<file path="src/verilog/csss_pkg.sv">
// ============================================================
// shared constants of the supply start-up sequencer
package csss_pkg;
   // register port and line driver geometry
   localparam int unsigned ADDR_W  = 4;
   localparam int unsigned DATA_W  = 8;
   localparam int unsigned NUM_DRV = 8;

   // register offsets
   localparam logic [3:0] OFS_CTRL   = 4'h0;
   localparam logic [3:0] OFS_STATUS = 4'h1;

   // control register fields
   localparam int unsigned CTRL_PD_BIT   = 0;
   localparam int unsigned CTRL_TRI_BIT  = 1;
   localparam int unsigned CTRL_MODE_BIT = 2;
   localparam int unsigned CTRL_HDRM_BIT = 3;
   localparam logic [3:0]  CTRL_RESET    = 4'h0;

   // status register fields
   localparam int unsigned STAT_STATE_LSB = 0;
   localparam int unsigned STAT_NRDY_BIT  = 2;
   localparam int unsigned STAT_PD_BIT    = 3;
   localparam int unsigned STAT_BOOST_BIT = 4;

   // positions in the synchronised input vector
   localparam int unsigned SYN_W         = 16;
   localparam int unsigned SYN_HR_FULL   = 0;
   localparam int unsigned SYN_RES_FULL  = 1;
   localparam int unsigned SYN_HR_80     = 2;
   localparam int unsigned SYN_DRV_80    = 3;
   localparam int unsigned SYN_SUB_80    = 4;
   localparam int unsigned SYN_VBE_OK    = 5;
   localparam int unsigned SYN_PWD       = 6;
   localparam int unsigned SYN_LINE_LSB  = 7;
   localparam int unsigned SYN_SHUTTER   = 15;

   // sequencer states, gray along the start-up path
   typedef enum logic [1:0] {
      ST_OFF      = 2'b00,
      ST_CHG_HIGH = 2'b01,
      ST_CHG_RES  = 2'b11,
      ST_READY    = 2'b10
   } csss_state_t;
endpackage

</file>
<file path="src/verilog/csss_ccd_supply_startup_sequencer.sv">
`timescale 1ns/1ps
module csss_ccd_supply_startup_sequencer
   import csss_pkg::*;
(
   // clock and reset
   input  wire logic                ref_clk,
   input  wire logic                rst_n,
   // register port
   input  wire logic [ADDR_W-1:0]   reg_addr,
   input  wire logic [DATA_W-1:0]   reg_wdata,
   input  wire logic                reg_wr,
   input  wire logic                reg_rd,
   output logic      [DATA_W-1:0]   reg_rdata,
   // analog comparator flags, asynchronous
   input  wire logic                high_rail_cap_full,
   input  wire logic                driver_reserve_cap_full,
   input  wire logic                high_rail_cap_above80,
   input  wire logic                driver_supply_above80,
   input  wire logic                substrate_supply_above80,
   input  wire logic                base_drive_voltage_ok,
   // device pins from the pattern generator
   input  wire logic                powerdown_pin,
   input  wire logic [NUM_DRV-1:0]  line_input,
   input  wire logic                shutter_input,
   // supply control and status
   output logic                     supplies_not_ready,
   output logic                     supplies_ok_flag,
   output logic                     high_rail_cap_chg_en,
   output logic                     driver_reserve_cap_chg_en,
   output logic                     negative_rail_conv_en,
   output logic                     base_drive_amplifier_boost,
   output logic                     regulator_mode2,
   output logic                     headroom_double_sel,
   output logic                     powered_down,
   // driver switch controls
   output logic      [NUM_DRV-1:0]  line_high_on,
   output logic      [NUM_DRV-1:0]  line_low_on,
   output logic      [NUM_DRV-1:0]  line_oe,
   output logic                     shutter_output
);

   // ============================================================
   // reset release
   logic rst_meta_r;
   logic rst_sync_n_r;

   // asynchronous assert, clocked release through two stages
   always_ff @(posedge ref_clk or negedge rst_n) begin
      if (!rst_n) begin
         rst_meta_r   <= 1'b0;
         rst_sync_n_r <= 1'b0;
      end else begin
         rst_meta_r   <= 1'b1;
         rst_sync_n_r <= rst_meta_r;
      end
   end

   // ============================================================
   // state record
   typedef struct packed {
      logic [SYN_W-1:0]   syn1;
      logic [SYN_W-1:0]   syn2;
      csss_state_t        state;
      logic [3:0]         ctrl;
      logic               not_ready;
      logic               ok;
      logic               chg_high;
      logic               chg_res;
      logic               neg_en;
      logic               boost;
      logic               mode2;
      logic               headroom;
      logic               pdown;
      logic [NUM_DRV-1:0] hs;
      logic [NUM_DRV-1:0] ls;
      logic [NUM_DRV-1:0] oe;
      logic               sh_out;
      logic [DATA_W-1:0]  rdata;
   } csss_regs_t;

   csss_regs_t st_r;
   csss_regs_t st_nxt;

   // raw pins gathered for the synchroniser
   logic [SYN_W-1:0] raw_in;
   assign raw_in = {shutter_input, line_input, powerdown_pin, base_drive_voltage_ok,
                    substrate_supply_above80, driver_supply_above80,
                    high_rail_cap_above80, driver_reserve_cap_full, high_rail_cap_full};

   // synchronised views, only taken from the second stage
   logic               hr_full;
   logic               res_full;
   logic               hr_80;
   logic               drv_80;
   logic               sub_80;
   logic               vbe_ok;
   logic               pwd_pin;
   logic [NUM_DRV-1:0] line_in;
   logic               sh_in;
   assign hr_full  = st_r.syn2[SYN_HR_FULL];
   assign res_full = st_r.syn2[SYN_RES_FULL];
   assign hr_80    = st_r.syn2[SYN_HR_80];
   assign drv_80   = st_r.syn2[SYN_DRV_80];
   assign sub_80   = st_r.syn2[SYN_SUB_80];
   assign vbe_ok   = st_r.syn2[SYN_VBE_OK];
   assign pwd_pin  = st_r.syn2[SYN_PWD];
   assign line_in  = st_r.syn2[SYN_LINE_LSB +: NUM_DRV];
   assign sh_in    = st_r.syn2[SYN_SHUTTER];

   // ============================================================
   // next-state logic
   logic               pd_req;
   logic               rails_lost;
   logic [NUM_DRV-1:0] tgt_hs;
   logic [NUM_DRV-1:0] tgt_ls;
   logic               drv_en;

   always_comb begin
      st_nxt      = st_r;
      st_nxt.syn1 = raw_in;
      st_nxt.syn2 = st_r.syn1;

      // register writes; the port stays alive in power-down
      if (reg_wr && reg_addr == OFS_CTRL) begin
         st_nxt.ctrl = reg_wdata[3:0];
      end

      // pin or register bit; open pin is pulled low outside
      pd_req     = pwd_pin | st_r.ctrl[CTRL_PD_BIT];
      rails_lost = ~hr_80 | ~drv_80 | ~sub_80;

      // sequencer
      case (st_r.state)
         ST_OFF: begin
            st_nxt.state = ST_CHG_HIGH;
         end
         ST_CHG_HIGH: begin
            if (hr_full) begin
               st_nxt.state = ST_CHG_RES;
            end
         end
         ST_CHG_RES: begin
            if (!hr_80) begin
               st_nxt.state = ST_CHG_HIGH;
            end else if (hr_full && res_full && drv_80 && sub_80) begin
               st_nxt.state = ST_READY;
            end
         end
         ST_READY: begin
            if (rails_lost) begin
               st_nxt.state = ST_CHG_HIGH;
            end
         end
         default: begin
            st_nxt.state = ST_OFF;
         end
      endcase
      // power-down always wins and restarts the cycle later
      if (pd_req) begin
         st_nxt.state = ST_OFF;
      end

      // flags derived from the coming state so they agree at all times
      st_nxt.pdown     = pd_req;
      st_nxt.not_ready = (st_nxt.state != ST_READY);
      st_nxt.ok        = (st_nxt.state == ST_READY);
      st_nxt.chg_high  = (st_nxt.state != ST_OFF);
      st_nxt.chg_res   = (st_nxt.state == ST_CHG_RES) ||
                         (st_nxt.state == ST_READY);
      // negative rail follows power only, never the sequencer
      st_nxt.neg_en    = ~pd_req;
      st_nxt.mode2     = st_r.ctrl[CTRL_MODE_BIT];
      st_nxt.headroom  = st_r.ctrl[CTRL_HDRM_BIT];

      // amplifier current limit
      st_nxt.boost = ~pd_req &
                     ((st_nxt.not_ready & ~vbe_ok) |
                      (st_nxt.ok & st_r.ctrl[CTRL_MODE_BIT]));

      // line drivers: invert input, tri-state unless ready and not forced
      drv_en    = st_nxt.ok & ~st_r.ctrl[CTRL_TRI_BIT];
      tgt_hs    = drv_en ? ~line_in : '0;
      tgt_ls    = drv_en ? line_in : '0;
      // a switch closes only once its partner was open a full cycle
      st_nxt.hs = tgt_hs & ~st_r.ls;
      st_nxt.ls = tgt_ls & ~st_r.hs;
      st_nxt.oe = st_nxt.hs | st_nxt.ls;
      st_nxt.sh_out = ~sh_in;

      // read data stand for one cycle only
      st_nxt.rdata = '0;
      if (reg_rd) begin
         case (reg_addr)
            OFS_CTRL: begin
               st_nxt.rdata = {4'h0, st_r.ctrl};
            end
            OFS_STATUS: begin
               st_nxt.rdata = {3'h0, st_r.boost, st_r.pdown, st_r.not_ready, st_r.state};
            end
            default: begin
               st_nxt.rdata = '0;
            end
         endcase
      end
   end

   // ============================================================
   // state register
   always_ff @(posedge ref_clk or negedge rst_sync_n_r) begin
      if (!rst_sync_n_r) begin
         st_r           <= '0;
         st_r.state     <= ST_OFF;
         st_r.ctrl      <= CTRL_RESET;
         st_r.not_ready <= 1'b1;
      end else begin
         st_r <= st_nxt;
      end
   end

   // ============================================================
   // outputs straight from the state register
   assign reg_rdata                  = st_r.rdata;
   assign supplies_not_ready         = st_r.not_ready;
   assign supplies_ok_flag           = st_r.ok;
   assign high_rail_cap_chg_en       = st_r.chg_high;
   assign driver_reserve_cap_chg_en  = st_r.chg_res;
   assign negative_rail_conv_en      = st_r.neg_en;
   assign base_drive_amplifier_boost = st_r.boost;
   assign regulator_mode2            = st_r.mode2;
   assign headroom_double_sel        = st_r.headroom;
   assign powered_down               = st_r.pdown;
   assign line_high_on               = st_r.hs;
   assign line_low_on                = st_r.ls;
   assign line_oe                    = st_r.oe;
   assign shutter_output             = st_r.sh_out;
endmodule

</file>
<file path="config.mk">
export PLATFORM = sky130hd
export DESIGN_NAME = csss_ccd_supply_startup_sequencer
export DESIGN_NICKNAME = d
export VERILOG_FILES = /design/src/verilog/csss_pkg.sv /design/src/verilog/csss_ccd_supply_startup_sequencer.sv
export SDC_FILE = /design/constraint.sdc
export NUM_CORES = 1
export LEC_CHECK = 0
export BUFFER_PORTS_ARGS = -buffer_cell sky130_fd_sc_hd__buf_2
export CORE_ASPECT_RATIO = 1.25
export CORE_UTILIZATION = 51
export DETAILED_ROUTE_END_ITERATION = 6
export GPL_TIMING_DRIVEN = 0
export MAX_ROUTING_LAYER = met4
export PLACE_DENSITY = 0.87
export SKIP_LAST_GASP = 1
export SYNTH_ARGS = -nofsm -noshare
export SYNTH_HDL_FRONTEND = slang
export SYNTH_SLANG_ARGS = --single-unit
</file>
<file path="constraint.sdc">
create_clock -name ref_clk -period 3.1 [get_ports ref_clk]
set_input_delay 0.62 -clock ref_clk [delete_from_list [all_inputs] [get_ports ref_clk]]
set_output_delay 0.62 -clock ref_clk [all_outputs]
set_load 0.05 [all_outputs]
</file>
# Yosys cells after proc, flatten, opt, wreduce, memory -nomap -nowiden
# Cells that the tools add are included.
dict set report op_classes {
  n_eq_ne 7
  mux 10
  bitwise 21
  reduce_logical 8
}
# operator count
set ops {}
lappend ops {{$not 8->8} 3}
lappend ops {{$and 8x8->8} 2}
lappend ops {{$mux 8} 2}
lappend ops {{$mux 2} 5}
lappend ops {{$pmux 5 s2} 1}
lappend ops {{$eq 2x2->1 const B} 4}
lappend ops {{$or 8x8->8} 1}
lappend ops {{$pmux 2 s4} 1}
lappend ops {{$not 1->1} 7}
lappend ops {{$mux 5} 1}
lappend ops {{$and 1x1->1} 4}
lappend ops {{$eq 4x1->1 const B} 1}
lappend ops {{$logic_and 1x1->1} 4}
lappend ops {{$logic_not 4->1} 1}
lappend ops {{$or 1x1->1} 4}
lappend ops {{$eq 2x1->1 const B} 1}
lappend ops {{$logic_not 2->1} 1}
lappend ops {{$ne 2x2->1 const B} 1}
lappend ops {{$reduce_bool 2->1} 1}
lappend ops {{$logic_or 1x1->1} 1}
dict set report totals {
  reg_bits 82
  inputBits 32
}

# Longest topological paths before layout
dict set report logic_depth {
  depth_word 12
  mapped_depth 6
  depth_no_buf 3
}

# Worst setup path after synthesis
# No wires, ideal clock.
dict set report synth_path {
  path_kind {register to register}
  from {register st_r[42] (netlist name)}
  to {register st_r (netlist bit line_oe[3])}
  setup_time_ns 0.087
  arrival_time_ns 1.664
  t_required_ns 3.013
  path_slack_ns 1.349
  path_stages_with_launch 7
  n_path_buf 3
  period_less_slack_ns 1.751
  cell_sequence {dfrtp_1 -> or2_1 -> buf_6 -> or4_4 -> buf_6 -> buf_8 -> a211oi_2}
}
# element line
set synth_rtl {}
lappend synth_rtl {{from (decl)} csss_ccd_supply_startup_sequencer.sv:81} ;# csss_regs_t st_r;
lappend synth_rtl {{from (signal assigned)} csss_ccd_supply_startup_sequencer.sv:216} ;# st_r <= st_nxt;

==> flow_results.xml <==
<?xml version="1.0" encoding="UTF-8"?>
<metrics>
  <group name="clock_network">
    <metric name="h-tree-depth" unit="">3</metric>
    <metric name="clock_latency" unit="ns">0.34</metric>
    <metric name="cts_tree" unit="">yes</metric>
    <metric name="clock_sink_count" unit="">79</metric>
    <metric name="inserted_clock_buffers" unit="">9</metric>
    <metric name="clk_transition_reported_paths" unit="ns">0.08</metric>
    <metric name="ctsRootBufferMaster" unit="">clkbuf_8</metric>
    <metric name="max-clock-path-buffers" unit="">2</metric>
    <metric name="post-cts-setup-buffer-count" unit="">0</metric>
    <metric name="cts_resized" unit="">0</metric>
    <metric name="postCtsHoldBufs" unit="">0</metric>
  </group>
  <group name="critical_path">
    <metric name="crit_arrival" unit="ns">2.11</metric>
    <metric name="crit_path_frequent_cell" unit="">buf_6</metric>
    <metric name="crit_path_max_incr_delay" unit="ns">0.51</metric>
    <metric name="reg2reg_depth" unit="">6</metric>
    <metric name="worstPathMaxFanout" unit="">10</metric>
    <metric name="cpMaxStageDelayCell" unit="">or4_4</metric>
    <metric name="cp_cell_sequence" unit="">or2_1 &gt; buf_6 &gt; or4_4 &gt; buf_6 &gt; buf_8 &gt; a211oi_2</metric>
    <metric name="setup.worst_path.class" unit="">register to register</metric>
    <metric name="critical_path.reg2reg.endpoint" unit="">line_oe[4]</metric>
    <metric name="worstReg2RegStart" unit="">st_r[42]</metric>
    <metric name="timing.reg2reg.setup_slack" unit="ns">1.24</metric>
    <metric name="setup.worst_path.end_class" unit="">register</metric>
    <metric name="cp.required" unit="ns">3.35</metric>
    <metric name="critPathLaunchType" unit="">register</metric>
  </group>
  <group name="sta">
    <metric name="totalNegativeSetupSlack" unit="ns">0</metric>
    <metric name="timing_hold_violations_final" unit="">0</metric>
    <metric name="final_setup_skew" unit="ns">0.0114</metric>
    <metric name="max-slew-margin-rel" unit="%">38.4</metric>
    <metric name="slew_violations" unit="">0</metric>
    <metric name="worst_slack" unit="ns">1.24</metric>
    <metric name="timing.hold.ws" unit="ns">0.0619</metric>
    <metric name="max_slew.worst_pin.slew" unit="ns">0.924</metric>
    <metric name="layout_min_cycle_time" unit="ns">1.86</metric>
    <metric name="finalSetupViolCount" unit="">0</metric>
    <metric name="max_freq" unit="MHz">539</metric>
    <metric name="final.period_utilization" unit="%">59.9</metric>
    <metric name="rsz0062_at_grt" unit="">false</metric>
  </group>
  <group name="power_and_ir_drop">
    <metric name="share_clk_of_total_power" unit="%">35.8</metric>
    <metric name="net_sw_share" unit="%">24.5</metric>
    <metric name="powerDensity" unit="nW/µm²">583</metric>
    <metric name="net-switching-power" unit="µW">490</metric>
    <metric name="leakagePower" unit="µW">0.00180</metric>
    <metric name="combinationalPowerShare" unit="%">7.5</metric>
    <metric name="power_frac_seq" unit="%">56.6</metric>
    <metric name="power.ir.vdd_worst" unit="mV">0.443</metric>
    <metric name="total_power" unit="µW">2000</metric>
    <metric name="intPower" unit="µW">1510</metric>
  </group>
  <group name="place">
    <metric name="port_buffers" unit="">65</metric>
    <metric name="place_ws" unit="ns">1.25</metric>
    <metric name="detailed_place_hpwl" unit="µm">2790</metric>
    <metric name="routabilityCongestion" unit="">0.753</metric>
  </group>
  <group name="drt">
    <metric name="vias_per_cell" unit="">4.53</metric>
    <metric name="route.detailed.wl_per_inst" unit="µm">12.1</metric>
    <metric name="remaining_drc_errors" unit="">0</metric>
    <metric name="first_iter_violations" unit="">62</metric>
    <metric name="antenna_violating_nets_post_route" unit="">0</metric>
    <metric name="dr.pass1.iters" unit="">4</metric>
    <metric name="vias" unit="">1501</metric>
    <metric name="postRouteWirelength" unit="µm">3990</metric>
  </group>
  <group name="yosys">
    <metric name="synth_sequential_area_ratio" unit="%">70.1</metric>
    <metric name="synthesis.area_per_instance" unit="µm²">15.2</metric>
    <metric name="syn-cell-area" unit="µm²">2820</metric>
    <metric name="number_of_cells_produced_by_synthesis" unit="">186</metric>
    <metric name="count_of_yosys_warnings_during_synthesis" unit="">0</metric>
    <metric name="yosys_register_bits" unit="">79</metric>
    <metric name="yosysUniqueCellTypes" unit="">26</metric>
  </group>
  <group name="floorplan">
    <metric name="placeableCoreArea" unit="µm²">5190</metric>
    <metric name="dieHeight" unit="µm">85.2</metric>
    <metric name="fp.dieArea" unit="µm²">5840</metric>
    <metric name="placementRows" unit="">29</metric>
    <metric name="boundaryPins" unit="">74</metric>
    <metric name="die_width" unit="µm">68.5</metric>
    <metric name="starting_density" unit="%">54.4</metric>
  </group>
  <group name="cells_and_area">
    <metric name="num-nets-final" unit="">296</metric>
    <metric name="area_added_between_synthesis_and_finish" unit="%">21.4</metric>
    <metric name="final_layout_size_suffix_gt1_share" unit="%">53.5</metric>
    <metric name="insertedDiodeCount" unit="">0</metric>
  </group>
  <group name="grt">
    <metric name="grt_max_degree" unit="">78</metric>
    <metric name="grt_first_pass_wirelength" unit="µm">6530</metric>
    <metric name="grt_remaining_overflow" unit="">0</metric>
    <metric name="globalRouteTotalUtil" unit="%">16.3</metric>
    <metric name="first_global_vias" unit="">1465</metric>
    <metric name="antenna_found_initial" unit="">0</metric>
  </group>
  <group name="flow_run">
    <metric name="drv_cap" unit="">0</metric>
  </group>
  <group name="hold_path">
    <metric name="holdCritPathClass" unit="">input pin to async pin</metric>
  </group>
  <group name="status">
    <metric name="outcome" unit="">completed</metric>
  </group>
</metrics>
## worst max-delay path: cells and delay by family (launching register included)
family,cells,cell delay (ns)
AND/OR/NAND/NOR,2,0.75
buffers and inverters,3,0.44
flip-flops,1,0.39
AO/OA/AOI/OAI,1,0.20
## per-layer routing
metal,up-vias,part of all wire (%),global-route usage (%)
li1,734,-,-
met1,716,43,20.9
met2,44,51,23.4
met3,7,4.0,3.63
met4,0,2.4,9.66
met5,-,0,-
## sequential cells by signal, summed over array words and instances, names as in the netlist, 5 cells and up
| name | cells |
|---|---|
| reg_rdata | 5 |
| line_oe | 8 |
| st_r | 6 |
| st_nxt | 18 |
| line_in | 8 |
| line_low_on | 8 |
| line_high_on | 8 |
## Yosys cell counts
| library cell | instances | area (µm²) |
|---|---|---|
| a211oi_1 | 5 | 37.5 |
| a211oi_2 | 4 | 50.1 |
| a21boi_1 | 1 | 7.51 |
| a21oi_1 | 1 | 5.00 |
| and4_1 | 1 | 8.76 |
| buf_4 | 32 | 240 |
| buf_6 | 3 | 33.8 |
| buf_8 | 1 | 15.0 |
| clkbuf_1 | 1 | 3.75 |
| conb_1 | 2 | 7.51 |
| dfrtp_1 | 78 | 1950 |
| dfstp_2 | 1 | 26.3 |
| inv_1 | 3 | 11.3 |
| mux2_2 | 5 | 56.3 |
| mux2i_1 | 4 | 40.0 |
| nand2_1 | 3 | 11.3 |
| nand2b_1 | 1 | 6.26 |
| nand3b_1 | 1 | 7.51 |
| nand4_1 | 1 | 6.26 |
| nor2_1 | 10 | 37.5 |
| nor2b_1 | 8 | 50.1 |
| nor3_1 | 2 | 10.0 |
| nor3_2 | 8 | 80.1 |
| nor3b_2 | 8 | 100 |
| or2_1 | 1 | 6.26 |
| or4_4 | 1 | 11.3 |
## how the worst max path moves through the flow
| stage | to | depth (start not counted) | startpoint |
|---|---|---|---|
| 6_report | line_oe[4] | 6 | st_r[42] |
| 5_1_grt | line_oe[6] | 6 | st_r[42] |
| 4_1_cts | line_oe[4] | 6 | st_r[42] |
| 3_5_place_dp | line_oe[6] | 6 | st_r[42] |
| 3_3_place_gp | reg_rdata[3] | 0 | rst_sync_n_r |
| 2_1_floorplan | base_drive_amplifier_boost | 0 | rst_sync_n_r |
## per-stage QoR
step | area (µm²) | cells | util [%]
2_1_floorplan | 2830 | 188 | -
3_5_place_dp | 3240 | 315 | 62.4
4_1_cts | 3420 | 331 | 66.0
5_1_grt | 3420 | 331 | 66.0
6_report | 3420 | 331 | 66.0
3_3_place_gp | 3230 | 315 | 62.3
## layout by cell type (no fill, tap or decap), drive strengths merged
| master | synthesis | final |
|---|---|---|
| a211oi | 9 | 9 |
| a21boi | 1 | 1 |
| a21oi | 1 | 1 |
| and4 | 1 | 1 |
| buf | 36 | 101 |
| bufinv | 0 | 1 |
| clkbuf | 1 | 11 |
| clkinv | 0 | 4 |
| clkinvlp | 0 | 1 |
| conb | 2 | 4 |
| dfrtp | 78 | 78 |
| dfstp | 1 | 1 |
| inv | 3 | 3 |
| mux2 | 5 | 5 |
| mux2i | 4 | 4 |
| nand2 | 3 | 3 |
| nand2b | 1 | 1 |
| nand3b | 1 | 1 |
| nand4 | 1 | 1 |
| nor2 | 10 | 10 |
| nor2b | 8 | 8 |
| nor3 | 10 | 10 |
| nor3b | 8 | 8 |
| or2 | 1 | 1 |
| or4 | 1 | 1 |
## power groups by stage
stage | combinational, µW | sequential (µW) | clock (µW)
3_3_place_gp | 149 | 1150 | 0
3_5_place_dp | 152 | 1150 | 0
4_1_cts | 152 | 1130 | 740
2_1_floorplan | 62.9 | 1190 | 0
5_1_grt | 162 | 1140 | 779
6_report | 151 | 1130 | 715
## layout make-up
type / count / area, µm²
buffer: 37 / 293
clock buffer: 10 / 128
clock inverter: 6 / 61.3
fill: 406 / 1760
inverter: 3 / 11.3
multi-input combinational: 69 / 547
sequential: 79 / 1980
tap: 62 / 77.6
timing repair buffer: 65 / 325
## logic make-up (layout without fill, tap and decap cells)
group / count (synthesis) / after routing / synth area share [%]
AO/OA/AOI/OAI: 11 / 11 / 3.55
buffers and inverters: 40 / 121 / 10.8
flip-flops: 79 / 79 / 70.1
multiplexers: 9 / 9 / 3.41
other: 2 / 4 / 0.266
AND/OR/NAND/NOR: 45 / 45 / 11.9
Power figures use the tool's default switching activity.
